## src/hw/alarm_history_map.vh

```
`ifndef ALARM_HISTORY_MAP_VH
`define ALARM_HISTORY_MAP_VH

// clock and time base
`define AHR_CLK_PERIOD_NS 10
`define AHR_NS_PER_MS     1000000
`define AHR_TICK_MS       100
`define AHR_HOLD_MS       1000
`define AHR_HOUR_S        3600
`define AHR_MS_PER_S      1000

// history geometry
`define AHR_DEPTH         10
`define AHR_IDX_W         4
`define AHR_CODE_W        12
`define AHR_BIN_W         32
`define AHR_DIGITS        10
`define AHR_GROUP_W       16

// stamp digit groups inside the decimal stamp
`define AHR_LOW_LSB       0
`define AHR_MID_LSB       16
`define AHR_HIGH_LSB      32
`define AHR_HIGH_W        8

// view fields, in the order a short shift press walks them
`define AHR_FLD_CODE      2'h0
`define AHR_FLD_LOW       2'h1
`define AHR_FLD_MID       2'h2
`define AHR_FLD_HIGH      2'h3

// decimal digit limits
`define AHR_BCD_NINE      4'h9
`define AHR_BCD_ZERO      4'h0

`endif

```

## src/hw/alarm_history_recorder.v

```verilog
// What this block does
// - keep ten newest alarms with code and stamp
// - count powered time in 100 ms, stamp alarms
// - stamp counter lasts beyond 13 years
// - same alarm within one hour is dropped
// - history survives alarm reset, power loss
// - long shift in history view shows newest
// - down steps older, up newer, index shown
// - short shift cycles code, low, mid, high
// - empty slot shows index with dashes
// - long shift while viewing returns to menu
// - viewing allowed in any drive state
`timescale 1ns/100ps
`default_nettype none
`include "alarm_history_map.vh"
module alarm_history_recorder #(
  parameter TICK_CYCLES =
    `AHR_TICK_MS * `AHR_NS_PER_MS / `AHR_CLK_PERIOD_NS,
  parameter HOLD_CYCLES =
    `AHR_HOLD_MS * `AHR_NS_PER_MS / `AHR_CLK_PERIOD_NS,
  parameter DEPTH       = `AHR_DEPTH,
  parameter CODE_W      = `AHR_CODE_W
) (
  // clock and reset
  input  wire                       clk_sys_in,
  input  wire                       srst_in,
  // supply status pins
  input  wire                       ctrl_power_on_in,
  input  wire                       main_power_on_in,
  // alarm source, same clock
  input  wire                       alarm_event_in,
  input  wire [CODE_W-1:0]          alarm_code_in,
  input  wire                       history_clear_function_in,
  // keypad pins
  input  wire                       key_up_in,
  input  wire                       key_down_in,
  input  wire                       key_shift_in,
  // menu, same clock
  input  wire                       alarm_history_view_in,
  // display
  output reg                        disp_active_out,
  output reg  [`AHR_IDX_W-1:0]      disp_index_out,
  output reg  [1:0]                 disp_field_out,
  output reg                        disp_empty_out,
  output reg  [`AHR_GROUP_W-1:0]    disp_digits_out,
  output reg                        exit_to_menu_out,
  // history status
  output reg                        record_out,
  output reg                        discard_out,
  output reg  [`AHR_IDX_W-1:0]      history_count_out
);

  localparam STATE_IDLE = 1'b0;
  localparam STATE_VIEW = 1'b1;

  localparam BIN_W  = `AHR_BIN_W;
  localparam BCD_W  = 4 * `AHR_DIGITS;
  localparam [BIN_W-1:0] HOUR_UNITS =
    `AHR_HOUR_S * `AHR_MS_PER_S / `AHR_TICK_MS;
  localparam [31:0]           LAST_FULL = DEPTH - 1;
  localparam [`AHR_IDX_W-1:0] IDX_LAST  = LAST_FULL[`AHR_IDX_W-1:0];
  localparam [`AHR_IDX_W-1:0] IDX_ONE   = {{(`AHR_IDX_W-1){1'b0}}, 1'b1};

  // running total
  wire [BIN_W-1:0] now_bin;
  wire [BCD_W-1:0] now_bcd;

  // key events
  wire up_press;
  wire down_press;
  wire shift_short;
  wire shift_long;

  // history store; slot 0 is the newest entry
  reg  [CODE_W-1:0] code_ff [0:DEPTH-1];
  reg  [BCD_W-1:0]  bcd_ff  [0:DEPTH-1];
  reg  [BIN_W-1:0]  bin_ff  [0:DEPTH-1];
  reg  [DEPTH-1:0]  valid_ff;

  // view state
  reg                  state_ff;
  reg  [`AHR_IDX_W-1:0] index_ff;
  reg  [1:0]           field_ff;

  // repeat search
  reg              hit;
  reg  [BIN_W-1:0] hit_bin;
  reg  [BIN_W-1:0] elapsed;
  wire             accept;
  wire             do_record;
  wire [DEPTH-1:0] nxt_valid;

  // display selection
  reg  [`AHR_GROUP_W-1:0] nxt_digits;
  reg  [CODE_W-1:0]       sel_code;
  reg  [BCD_W-1:0]        sel_bcd;
  reg                     sel_valid;
  reg  [`AHR_IDX_W-1:0]   nxt_count;

  integer i;
  integer j;

  operating_time_counter #(
    .TICK_CYCLES (TICK_CYCLES),
    .DIGITS      (`AHR_DIGITS),
    .BIN_W       (BIN_W)
  ) u_time (
    .clk_sys_in       (clk_sys_in),
    .srst_in          (srst_in),
    .ctrl_power_on_in (ctrl_power_on_in),
    .main_power_on_in (main_power_on_in),
    .bin_out          (now_bin),
    .bcd_out          (now_bcd)
  );

  alarm_key_input #(
    .LONG_CYCLES (HOLD_CYCLES)
  ) u_key_up (
    .clk_sys_in (clk_sys_in),
    .srst_in    (srst_in),
    .key_raw_in (key_up_in),
    .press_out  (up_press),
    .short_out  (),
    .long_out   ()
  );

  alarm_key_input #(
    .LONG_CYCLES (HOLD_CYCLES)
  ) u_key_down (
    .clk_sys_in (clk_sys_in),
    .srst_in    (srst_in),
    .key_raw_in (key_down_in),
    .press_out  (down_press),
    .short_out  (),
    .long_out   ()
  );

  alarm_key_input #(
    .LONG_CYCLES (HOLD_CYCLES)
  ) u_key_shift (
    .clk_sys_in (clk_sys_in),
    .srst_in    (srst_in),
    .key_raw_in (key_shift_in),
    .press_out  (),
    .short_out  (shift_short),
    .long_out   (shift_long)
  );

  // newest logged entry with the same code decides; older ones are shadowed
  always @* begin
    hit     = 1'b0;
    hit_bin = {BIN_W{1'b0}};
    for (i = DEPTH - 1; i >= 0; i = i - 1) begin
      if (valid_ff[i] && (code_ff[i] == alarm_code_in)) begin
        hit     = 1'b1;
        hit_bin = bin_ff[i];
      end
    end
    elapsed = now_bin - hit_bin;
  end

  assign accept    = !hit || (elapsed > HOUR_UNITS);
  assign do_record = alarm_event_in && accept;

  // a clear and a recorded alarm in one cycle leave just that alarm; a repeat dropped against the old history leaves none
  assign nxt_valid = history_clear_function_in ?
                     {{(DEPTH-1){1'b0}}, do_record} :
                     do_record ? {valid_ff[DEPTH-2:0], 1'b1} : valid_ff;

  // history is only emptied by the clear function or power-up reset
  always @(posedge clk_sys_in) begin
    if (srst_in) begin
      valid_ff <= {DEPTH{1'b0}};
    end else begin
      valid_ff <= nxt_valid;
    end
  end

  // newest slot takes the alarm and its stamp
  always @(posedge clk_sys_in) begin
    if (do_record) begin
      code_ff[0] <= alarm_code_in;
      bcd_ff[0]  <= now_bcd;
      bin_ff[0]  <= now_bin;
    end
  end

  // the oldest entry falls off the far end
  genvar g;
  generate
    for (g = 1; g < DEPTH; g = g + 1) begin : slot
      always @(posedge clk_sys_in) begin
        if (do_record) begin
          code_ff[g] <= code_ff[g-1];
          bcd_ff[g]  <= bcd_ff[g-1];
          bin_ff[g]  <= bin_ff[g-1];
        end
      end
    end
  endgenerate

  always @(posedge clk_sys_in) begin
    if (srst_in) begin
      record_out  <= 1'b0;
      discard_out <= 1'b0;
    end else begin
      record_out  <= do_record;
      discard_out <= alarm_event_in && !accept;
    end
  end

  always @* begin
    nxt_count = {`AHR_IDX_W{1'b0}};
    for (j = 0; j < DEPTH; j = j + 1) begin
      if (valid_ff[j]) begin
        nxt_count = nxt_count + IDX_ONE;
      end
    end
  end

  always @(posedge clk_sys_in) begin
    if (srst_in) begin
      history_count_out <= {`AHR_IDX_W{1'b0}};
    end else begin
      history_count_out <= nxt_count;
    end
  end

  // view walker; entry needs the menu selection and a long shift press
  always @(posedge clk_sys_in) begin
    if (srst_in) begin
      state_ff         <= STATE_IDLE;
      index_ff         <= {`AHR_IDX_W{1'b0}};
      field_ff         <= `AHR_FLD_CODE;
      exit_to_menu_out <= 1'b0;
    end else begin
      exit_to_menu_out <= 1'b0;
      case (state_ff)
        STATE_IDLE: begin
          if (alarm_history_view_in && shift_long) begin
            state_ff <= STATE_VIEW;
            index_ff <= {`AHR_IDX_W{1'b0}};
            field_ff <= `AHR_FLD_CODE;
          end
        end
        STATE_VIEW: begin
          if (shift_long) begin
            state_ff         <= STATE_IDLE;
            exit_to_menu_out <= 1'b1;
          end else begin
            if (down_press && !up_press && index_ff != IDX_LAST) begin
              index_ff <= index_ff + IDX_ONE;
            end else if (up_press && !down_press &&
                         index_ff != {`AHR_IDX_W{1'b0}}) begin
              index_ff <= index_ff - IDX_ONE;
            end
            if (shift_short) begin
              field_ff <= field_ff + 2'h1;
            end
          end
        end
        default: begin
          state_ff <= STATE_IDLE;
        end
      endcase
    end
  end

  // digit group for the current field
  always @* begin
    sel_code  = code_ff[index_ff];
    sel_bcd   = bcd_ff[index_ff];
    sel_valid = valid_ff[index_ff];
    case (field_ff)
      `AHR_FLD_CODE: begin
        nxt_digits = {{(`AHR_GROUP_W-CODE_W){1'b0}}, sel_code};
      end
      `AHR_FLD_LOW: begin
        nxt_digits = sel_bcd[`AHR_LOW_LSB+:`AHR_GROUP_W];
      end
      `AHR_FLD_MID: begin
        nxt_digits = sel_bcd[`AHR_MID_LSB+:`AHR_GROUP_W];
      end
      `AHR_FLD_HIGH: begin
        nxt_digits = {{(`AHR_GROUP_W-`AHR_HIGH_W){1'b0}},
                      sel_bcd[`AHR_HIGH_LSB+:`AHR_HIGH_W]};
      end
      default: begin
        nxt_digits = {`AHR_GROUP_W{1'b0}};
      end
    endcase
    if (!sel_valid) begin
      nxt_digits = {`AHR_GROUP_W{1'b0}};
    end
  end

  always @(posedge clk_sys_in) begin
    if (srst_in) begin
      disp_active_out <= 1'b0;
      disp_index_out  <= {`AHR_IDX_W{1'b0}};
      disp_field_out  <= `AHR_FLD_CODE;
      disp_empty_out  <= 1'b0;
      disp_digits_out <= {`AHR_GROUP_W{1'b0}};
    end else begin
      disp_active_out <= (state_ff == STATE_VIEW);
      disp_index_out  <= index_ff;
      disp_field_out  <= field_ff;
      disp_empty_out  <= (state_ff == STATE_VIEW) && !sel_valid;
      disp_digits_out <= nxt_digits;
    end
  end

endmodule // alarm_history_recorder
`default_nettype wire

```

## src/hw/alarm_key_input.v

```verilog
`timescale 1ns/100ps
`default_nettype none
// keypad key: pin synchroniser, press edge, short release and long hold
module alarm_key_input #(
  parameter LONG_CYCLES = 100000000
) (
  // clock and reset
  input  wire clk_sys_in,
  input  wire srst_in,
  // key pin
  input  wire key_raw_in,
  // events
  output reg  press_out,
  output reg  short_out,
  output reg  long_out
);

  localparam [31:0] LONG_LAST = LONG_CYCLES - 1;

  reg        sync1_ff;
  reg        sync2_ff;
  reg        sync3_ff;
  reg        level_ff;
  reg        long_done_ff;
  reg [31:0] hold_cnt_ff;

  always @(posedge clk_sys_in) begin
    sync1_ff <= key_raw_in;
    sync2_ff <= sync1_ff;
    sync3_ff <= sync2_ff;
  end

  always @(posedge clk_sys_in) begin
    if (srst_in) begin
      level_ff     <= 1'b0;
      long_done_ff <= 1'b0;
      hold_cnt_ff  <= 32'h0000_0000;
      press_out    <= 1'b0;
      short_out    <= 1'b0;
      long_out     <= 1'b0;
    end else begin
      press_out <= 1'b0;
      short_out <= 1'b0;
      long_out  <= 1'b0;
      if (sync2_ff == sync3_ff) begin
        level_ff <= sync3_ff;
      end
      if (sync2_ff == sync3_ff && sync3_ff && !level_ff) begin
        press_out   <= 1'b1;
        hold_cnt_ff <= 32'h0000_0000;
      end else if (level_ff && sync3_ff && !long_done_ff) begin
        // one long event per hold, release then ends silently
        if (hold_cnt_ff == LONG_LAST) begin
          long_out     <= 1'b1;
          long_done_ff <= 1'b1;
        end else begin
          hold_cnt_ff <= hold_cnt_ff + 32'h0000_0001;
        end
      end
      if (sync2_ff == sync3_ff && !sync3_ff && level_ff) begin
        short_out    <= !long_done_ff;
        long_done_ff <= 1'b0;
      end
    end
  end

endmodule // alarm_key_input
`default_nettype wire

```

## src/hw/operating_time_counter.v

```verilog
`timescale 1ns/100ps
`default_nettype none
`include "alarm_history_map.vh"
// power-on time accumulator, one count per tick, binary and decimal
module operating_time_counter #(
  parameter TICK_CYCLES = 10000000,
  parameter DIGITS      = 10,
  parameter BIN_W       = 32
) (
  // clock and reset
  input  wire               clk_sys_in,
  input  wire               srst_in,
  // power good pins
  input  wire               ctrl_power_on_in,
  input  wire               main_power_on_in,
  // running total
  output reg  [BIN_W-1:0]    bin_out,
  output wire [4*DIGITS-1:0] bcd_out
);

  localparam [31:0] TICK_LAST = TICK_CYCLES - 1;

  reg  [1:0]    sync1_ff;
  reg  [1:0]    sync2_ff;
  reg  [1:0]    sync3_ff;
  reg  [1:0]    on_ff;
  reg  [31:0]   pre_ff;
  wire          tick;
  wire [DIGITS:0] carry;

  always @(posedge clk_sys_in) begin
    sync1_ff <= {main_power_on_in, ctrl_power_on_in};
    sync2_ff <= sync1_ff;
    sync3_ff <= sync2_ff;
  end

  // counts only while both supplies are up
  assign tick     = (pre_ff == TICK_LAST) && (&on_ff);
  assign carry[0] = tick;

  always @(posedge clk_sys_in) begin
    if (srst_in) begin
      on_ff   <= 2'h0;
      pre_ff  <= 32'h0000_0000;
      bin_out <= {BIN_W{1'b0}};
    end else begin
      on_ff <= (sync2_ff & sync3_ff) | (on_ff & (sync2_ff | sync3_ff));
      if (!(&on_ff) || tick) begin
        pre_ff <= 32'h0000_0000;
      end else begin
        pre_ff <= pre_ff + 32'h0000_0001;
      end
      if (tick) begin
        bin_out <= bin_out + {{(BIN_W-1){1'b0}}, 1'b1};
      end
    end
  end

  // ten decimal digits hold about 31 years of 100 ms counts
  genvar g;
  generate
    for (g = 0; g < DIGITS; g = g + 1) begin : digit
      reg [3:0] dig_ff;
      assign carry[g+1]      = carry[g] && (dig_ff == `AHR_BCD_NINE);
      assign bcd_out[4*g+:4] = dig_ff;
      always @(posedge clk_sys_in) begin
        if (srst_in) begin
          dig_ff <= `AHR_BCD_ZERO;
        end else if (carry[g]) begin
          dig_ff <= (dig_ff == `AHR_BCD_NINE) ? `AHR_BCD_ZERO :
                    dig_ff + 4'h1;
        end
      end
    end
  endgenerate

endmodule // operating_time_counter
`default_nettype wire

```

## config.mk

```make
export PLATFORM = sky130hd
export DESIGN_NAME = alarm_history_recorder
export DESIGN_NICKNAME = d
export VERILOG_FILES = /design/src/hw/alarm_history_recorder.v /design/src/hw/alarm_key_input.v /design/src/hw/operating_time_counter.v
export VERILOG_INCLUDE_DIRS = /design/src /design/src/hw
export SDC_FILE = /design/constraint.sdc
export NUM_CORES = 2
export LEC_CHECK = 0
export ABC_AREA = 1
export BUFFER_PORTS_ARGS = -buffer_cell sky130_fd_sc_hd__clkbuf_2
export CORE_UTILIZATION = 35
export DETAILED_ROUTE_END_ITERATION = 8
export PLACE_DENSITY = 0.48
export SLEW_MARGIN = 20
export SYNTH_ARGS = -nofsm -noshare
export SYNTH_HDL_FRONTEND = slang
export SYNTH_SLANG_ARGS = --single-unit
```

## constraint.sdc

```tcl
create_clock -name clk_sys_in -period 34.7 [get_ports clk_sys_in]
set_input_delay 5.205 -clock clk_sys_in [delete_from_list [all_inputs] [get_ports clk_sys_in]]
set_output_delay 5.205 -clock clk_sys_in [all_outputs]
set_load 0.01 [all_outputs]
```

# [After elaboration in Yosys (flattened, before gate mapping)]
# Memory sizes are Yosys's and may differ from the RTL's. A register that Yosys moved wholly into a read port is not among the register bits.
# Index checks and enable logic that the tools add are counted.
[word_totals] rom_bits=0 ramBits=840 out_inout_bits=31 reg_bits=209 latchBits=0 input_bits=22 memories=3 wordCells=256
[op_classes] n_eq_ne=33 mux=67 n_reduce_logical=67 shift=0 multipliers=0 n_bitwise=10 div_mod_pow=0 addsub=26 n_lt_le_gt_ge=2
[memory_table] name="bcd_ff" depth=10 width=40 rd=10 rd_ports_with_merged_regs=1 write_ports=10 line="alarm_history_recorder.v:76" source="reg [BCD_W-1:0] bcd_ff [0:DEPTH-1];"
[memory_table] name="bin_ff" depth=10 width=32 rd=10 rd_ports_with_merged_regs=0 write_ports=10 line="alarm_history_recorder.v:77" source="reg [BIN_W-1:0] bin_ff [0:DEPTH-1];"
[memory_table] name="code_ff" depth=10 width=12 rd=11 rd_ports_with_merged_regs=1 write_ports=10 line="alarm_history_recorder.v:75" source="reg [CODE_W-1:0] code_ff [0:DEPTH-1];"
[ops] cell="$mux W32" count=10
[ops] cell="$eq A12 B12 Y1" count=10
[ops] cell="$mux W4" count=27
[ops] cell="$add A32 B1 Y32 const B" count=3
[ops] cell="$add A4 B1 Y4 const B" count=20
[ops] cell="$pmux W16 S4" count=1
[ops] cell="$eq A4 B4 Y1 const B" count=10
[ops] cell="$logic_and A1 B1 Y1" count=38
[ops] cell="$eq A32 B24 Y1 const B" count=1
[ops] cell="$eq A32 B27 Y1 const B" count=1
[ops] cell="$gt A32 B16 Y1 const B" count=1
[ops] cell="$sub A32 B32 Y32" count=1
[ops] cell="$mux W1" count=22
[ops] cell="$reduce_or A2 Y1" count=7
[ops] cell="$logic_not A1 Y1" count=11
[ops] cell="$reduce_and A3 Y1" count=3
[ops] cell="$pmux W4 S2" count=1
[ops] cell="$mux W2" count=3
[ops] cell="$not A1 Y1" count=6
[ops] cell="$lt A4 B5 Y1 const B" count=1
[ops] cell="$and A2 B2 Y2" count=2
[ops] cell="$bmux W1 S4" count=1
[ops] cell="$eq A2 B2 Y1 const B" count=2
[ops] cell="$ne A2 B2 Y1 const B" count=2
[ops] cell="16 further kinds" count=21

# [Depth between registers and ports, before layout]
[logic_depth] depth_word=19 mapped_depth=45 mapped_depth_nobuf=41

# [Modules after synthesis]
# A second synthesis with hierarchy kept.
[unflattened] hier_cells=5649 hier_area_um2=52649.2
[modules_own_cells] module="alarm_history_recorder" cells_each=3504 area_each_um2=39082.5 seq_area_each_um2=26265.2 n_inst=1
[modules_own_cells] module="alarm_key_input" cells_each=433 area_each_um2=2596.2 seq_area_each_um2=800.8 n_inst=3
[modules_own_cells] module="operating_time_counter" cells_each=846 area_each_um2=5778.0 seq_area_each_um2=2242.2 n_inst=1

# [Least setup slack after synthesis]
# OpenSTA, ideal clock, no wires.
[synth_path] path_type="input -> register" from="in alarm_code_in[7]" to="mem bcd_ff[0][0] (netlist bit), enable pin" t_required_ps=33306 setup_time_ps=1394 n_path_buf=3 arrival_time_ps=30415 path_slack_ps=2891 path_stages=35 cell_sequence="buf_4 -> inv_2 -> buf_2 -> o21ai_0 -> nor2_1 -> nand3_1 -> nor2_1 -> clkbuf_1 -> nand3_1 -> a21oi_1 -> a31oi_1 -> o211ai_1 -> o21ai_0 -> a21oi_1 -> nor2_1 -> o21ai_0 -> ha_1 -> inv_1 -> fa_1 -> nand3_1 -> nand2_1 -> nand2_1 -> nand3_1 -> nand3_1 -> nand2_1 -> nand2_1 -> nor2_1 -> nor2_1 -> o21ai_0 -> a21oi_1 -> xor2_1 -> inv_1 -> nand4_2 -> nor2_1 -> nor2_2"
[synth_lines] item="start, declared" line="alarm_history_recorder.v:32" source="input wire [CODE_W-1:0] alarm_code_in,"
[synth_lines] item="end, declared" line="alarm_history_recorder.v:76"

==> metrics.log <==
[metrics] number of distinct library cell variants in the gate-level netlist after synthesis: 66
[metrics] Max Fanout on Critical Path: 187
[metrics] clock input transition at the sequential cells of the worst setup and hold paths: 0.06 ns
[metrics] die boundary width: 365 um
[metrics] number of detailed-route iterations in the first pass: 6
[metrics] CP Data Required Time: 35.04 ns
[metrics] pin slew with the least headroom to its limit: 1.07 ns
[metrics] setup repair after global routing missed its margin: no
[metrics] part of the power in the clock network: 43.9%
[metrics] max incr delay on CP: 0.93 ns
[metrics] ratio of total power to cell area: 53.0 nW/um2
[metrics] RR Startpoint: valid_ff[7]
[metrics] clk sinks: 1053
[metrics] port buffer count: 52
[metrics] Placer Congestion: 0.888
[metrics] overall global routing resource usage: 18.3%
[metrics] Pleak: 19.0 nW
[metrics] core region area: 130000 um2
[metrics] most used cell along the critical path: sky130_fd_sc_hd__nand2_1
[metrics] Main synth FF type: sky130_fd_sc_hd__edfxtp_1
[metrics] final hold violations: 0
[metrics] vias in the first global route: 30400
[metrics] startpoint of the lowest-slack hold path: u_time.sync1_ff[1]
[metrics] switching power: 0.606 mW
[metrics] run status: finished clean
[metrics] post-CTS resize count: 0
[metrics] I/O pins: 53
[metrics] CTS tree: built
[metrics] class of the worst hold path: reg -> reg
[metrics] internal portion of total power: 2.13 mW
[metrics] library cell contributing the largest single delay on the critical path: sky130_fd_sc_hd__buf_4
[metrics] Reg2Reg Capture Point: bcd_ff[9][26]
[metrics] source of the critical timing path: alarm_code_in[10]
[metrics] Post-Syn Area per Cell: 10.5 um2
[metrics] flop2flop setup slack: 24.62 ns
[metrics] fmax: 0.0697 GHz
[metrics] number of buffers created by CTS: 116
[metrics] detailed router's first-iteration violation count: 3045
[metrics] via total after detailed routing: 32100
[metrics] half-perimeter wire length of the detailed placement result: 78000 um
[metrics] y dimension of the die: 365 um
[metrics] FF-to-FF path depth: 38
[metrics] DRT antenna net count: 0
[metrics] drt total wl: 123000 um
[metrics] number of flops mapped to enable cells by yosys: 840
[metrics] ratio of final minimum period to clock period: 41.4%
[metrics] antenna cell count: 0
[metrics] fraction of registers with async set/reset: 0%
[metrics] switching fraction of total power: 22.1%
[metrics] Max-Cap Viols: 0
[metrics] number of instances in the synthesized netlist: 4392
[metrics] part of the total power dissipated in sequential elements: 53.2%
[metrics] count of final max-slew check failures: 0
[metrics] remaining global-route overflow: 0
[metrics] drt wl/cell: 19.7 um
[metrics] layout cells sized above 1: 7.66%
[metrics] Setup-failing EPs final: 0
[metrics] Worst Setup Path Type: in -> reg
[metrics] post-synthesis register bit count: 1053
[metrics] capturing element type of the critical path: flip-flop
[metrics] area of the mapped netlist: 46100 um2
[metrics] overall power: 2.74 mW
[metrics] part of the total power dissipated in combinational logic: 3.0%
[metrics] detailed-route DRC error count: 0
[metrics] initial antenna violation count: 15
[metrics] Slew HR: 28.4%
[metrics] Worst setup endpoint: bcd_ff[9][26]
[metrics] warning count from the yosys run: 0
[metrics] post-CTS setup buffer count: 0
[metrics] post-route worst hold slack: 0.325 ns
[metrics] worst setup skew after layout: 0.0209 ns
[metrics] peak supply drop: 43.0 uV
[metrics] DIE AREA: 133000 um2
[metrics] post-route setup TNS: 0 ns
[metrics] Post-Syn Nets: 4469
[metrics] final critical path time including I/O delays and setup: 14.35 ns
[metrics] most frequent standard cell in the layout excluding fill and tap cells: sky130_fd_sc_hd__edfxtp_1
[metrics] initial cell density of the core: 35.5%
[metrics] sequential area share after synthesis: 64.0%
[metrics] count of hold-fix buffers inserted at cts: 0
[metrics] number of H-tree branching levels: 3
[metrics] Placement Cell Area: 48100 um2
[metrics] Nets: 4480
[metrics] type of origin of the critical path: input port
[metrics] vias per inst: 5.14
[metrics] number of placement rows: 132
[metrics] area overhead of the layout relative to synthesis: 12.3%
[metrics] maximum buffer depth of the clock tree: 3
[metrics] pin count of the biggest net entering global routing: 199
[metrics] commonest cells after routing, fill and taps aside: 840 x sky130_fd_sc_hd__edfxtp_1, 610 x sky130_fd_sc_hd__nand2_1, 538 x sky130_fd_sc_hd__nor2_1
[metrics] Worst EP arrival: 14.69 ns
[metrics] worst-skew pair later-pin latency: 0.73 ns
[metrics] final standard cell area without fillers: 51800 um2
[metrics] CTS root buf: sky130_fd_sc_hd__clkbuf_16
[metrics] first-pass GRT wire length: 188000 um
==> through the flow <==
stage | cells | setup WS [ns] | util [%]
after floorplan | 4392 | 2.89 | -
after global placement | 6027 | 19.74 | 37.0
after detailed placement | 6027 | 19.69 | 37.0
after CTS | 6247 | 20.45 | 39.8
after global routing | 6247 | 19.52 | 39.8
final | 6247 | 20.35 | 39.8
==> kinds of logic (layout without fill, tap and decap cells) <==
kind of cell | Yosys count | after routing | synth area share [%]
AOI/OAI and AO/OA | 1011 | 1011 | 12.5
buffers and inverters | 561 | 674 | 4.74
and+or+nand+nor | 1608 | 1608 | 15.2
adders and majority gates | 55 | 55 | 1.53
xor gates and xnor gates | 79 | 79 | 1.50
muxes | 25 | 25 | 0.543
DFF | 1053 | 1053 | 64.0
==> power groups by stage <==
stage               clock network, mW  logic (mW)  registers [mW]
floorplan                           0      0.0542            1.50
global route                     1.29      0.0903            1.46
finish                           1.20      0.0815            1.46
global placement                    0      0.0821            1.48
CTS                              1.24      0.0824            1.46
detailed placement                  0      0.0821            1.48
==> worst max-delay path: cells and delay by family <==
kind / cells / cell delay, ns
xor gates and xnor gates: 1 / 0.21
buffers and inverters: 10 / 4.27
AOI/OAI and AO/OA: 9 / 1.50
adders and majority gates: 2 / 0.58
and+or+nand+nor: 19 / 2.52
==> worst min path at each step <==
| stage | end | cells after the start | slack (ns) |
|---|---|---|---|
| finish | u_time.sync2_ff[1] | 0 | 0.33 |
| global route | u_time.sync2_ff[1] | 0 | 0.33 |
| CTS | u_time.sync2_ff[1] | 0 | 0.33 |
| detailed placement | u_time.sync2_ff[1] | 0 | 0.31 |
| global placement | u_key_up.sync2_ff | 0 | 0.31 |
| floorplan | u_key_down.sync2_ff | 0 | 0.31 |
==> flip-flops by register name, summed over array words and instances, names as in the netlist, 4 cells and up, named ones only <==
| register | cells |
|---|---|
| u_time.pre_ff | 32 |
| u_key_shift.hold_cnt_ff | 32 |
| u_time.digit.dig_ff | 40 |
| index_ff | 4 |
| bin_ff | 320 |
| u_time.bin_out | 32 |
| disp_digits_out | 16 |
| disp_index_out | 4 |
| history_count_out | 4 |
| valid_ff | 10 |
| bcd_ff | 400 |
| code_ff | 120 |
==> metal layers <==
layer  GRT usage (%)  share of wire [%]
met5               0              0.022
met4            4.30                2.0
met3            2.97                5.1
met2            26.3                 42
met1            28.4                 51
==> cells in the mapped netlist, types with 7 or more instances <==
| cell type | count | area, um2 |
|---|---|---|
| sky130_fd_sc_hd__a211oi_1 | 10 | 75.1 |
| sky130_fd_sc_hd__ha_1 | 53 | 663 |
| sky130_fd_sc_hd__o21ai_0 | 512 | 2560 |
| sky130_fd_sc_hd__o211ai_1 | 41 | 308 |
| sky130_fd_sc_hd__xor2_1 | 38 | 333 |
| sky130_fd_sc_hd__buf_1 | 12 | 45.0 |
| sky130_fd_sc_hd__nor2_1 | 539 | 2020 |
| sky130_fd_sc_hd__o22ai_1 | 86 | 538 |
| sky130_fd_sc_hd__nand3_1 | 243 | 1220 |
| sky130_fd_sc_hd__nor3_1 | 59 | 295 |
| sky130_fd_sc_hd__or2_2 | 10 | 62.6 |
| sky130_fd_sc_hd__o21a_1 | 10 | 75.1 |
| sky130_fd_sc_hd__dfxtp_1 | 213 | 4260 |
| sky130_fd_sc_hd__buf_4 | 8 | 60.1 |
| sky130_fd_sc_hd__nor4_1 | 26 | 163 |
| sky130_fd_sc_hd__o221ai_1 | 38 | 333 |
| sky130_fd_sc_hd__nand4_1 | 50 | 313 |
| sky130_fd_sc_hd__nor3b_1 | 13 | 97.6 |
| sky130_fd_sc_hd__mux2i_1 | 25 | 250 |
| sky130_fd_sc_hd__nand3b_1 | 11 | 82.6 |
| sky130_fd_sc_hd__nand2_1 | 613 | 2300 |
| sky130_fd_sc_hd__nor2_2 | 7 | 43.8 |
| sky130_fd_sc_hd__o21ai_1 | 7 | 35.0 |
| sky130_fd_sc_hd__inv_2 | 10 | 37.5 |
| sky130_fd_sc_hd__a21oi_1 | 225 | 1130 |
| sky130_fd_sc_hd__o2111ai_1 | 27 | 236 |
| sky130_fd_sc_hd__clkbuf_1 | 166 | 623 |
| sky130_fd_sc_hd__edfxtp_1 | 840 | 25200 |
| sky130_fd_sc_hd__buf_2 | 10 | 50.1 |
| sky130_fd_sc_hd__xnor2_1 | 41 | 359 |
| sky130_fd_sc_hd__a31oi_1 | 13 | 81.3 |
| sky130_fd_sc_hd__inv_1 | 344 | 1290 |
==> area by class of cell <==
class / count / area (um2)
Clock buffer: 163 / 3240
Multi-Input combinational cell: 2778 / 14400
Clock inverter: 57 / 448
Fill cell: 12600 / 78200
Sequential cell: 1053 / 29500
Inverter: 361 / 1370
Tap cell: 1742 / 2180
Timing Repair Buffer: 93 / 593
Power figures use the tool's default switching activity.
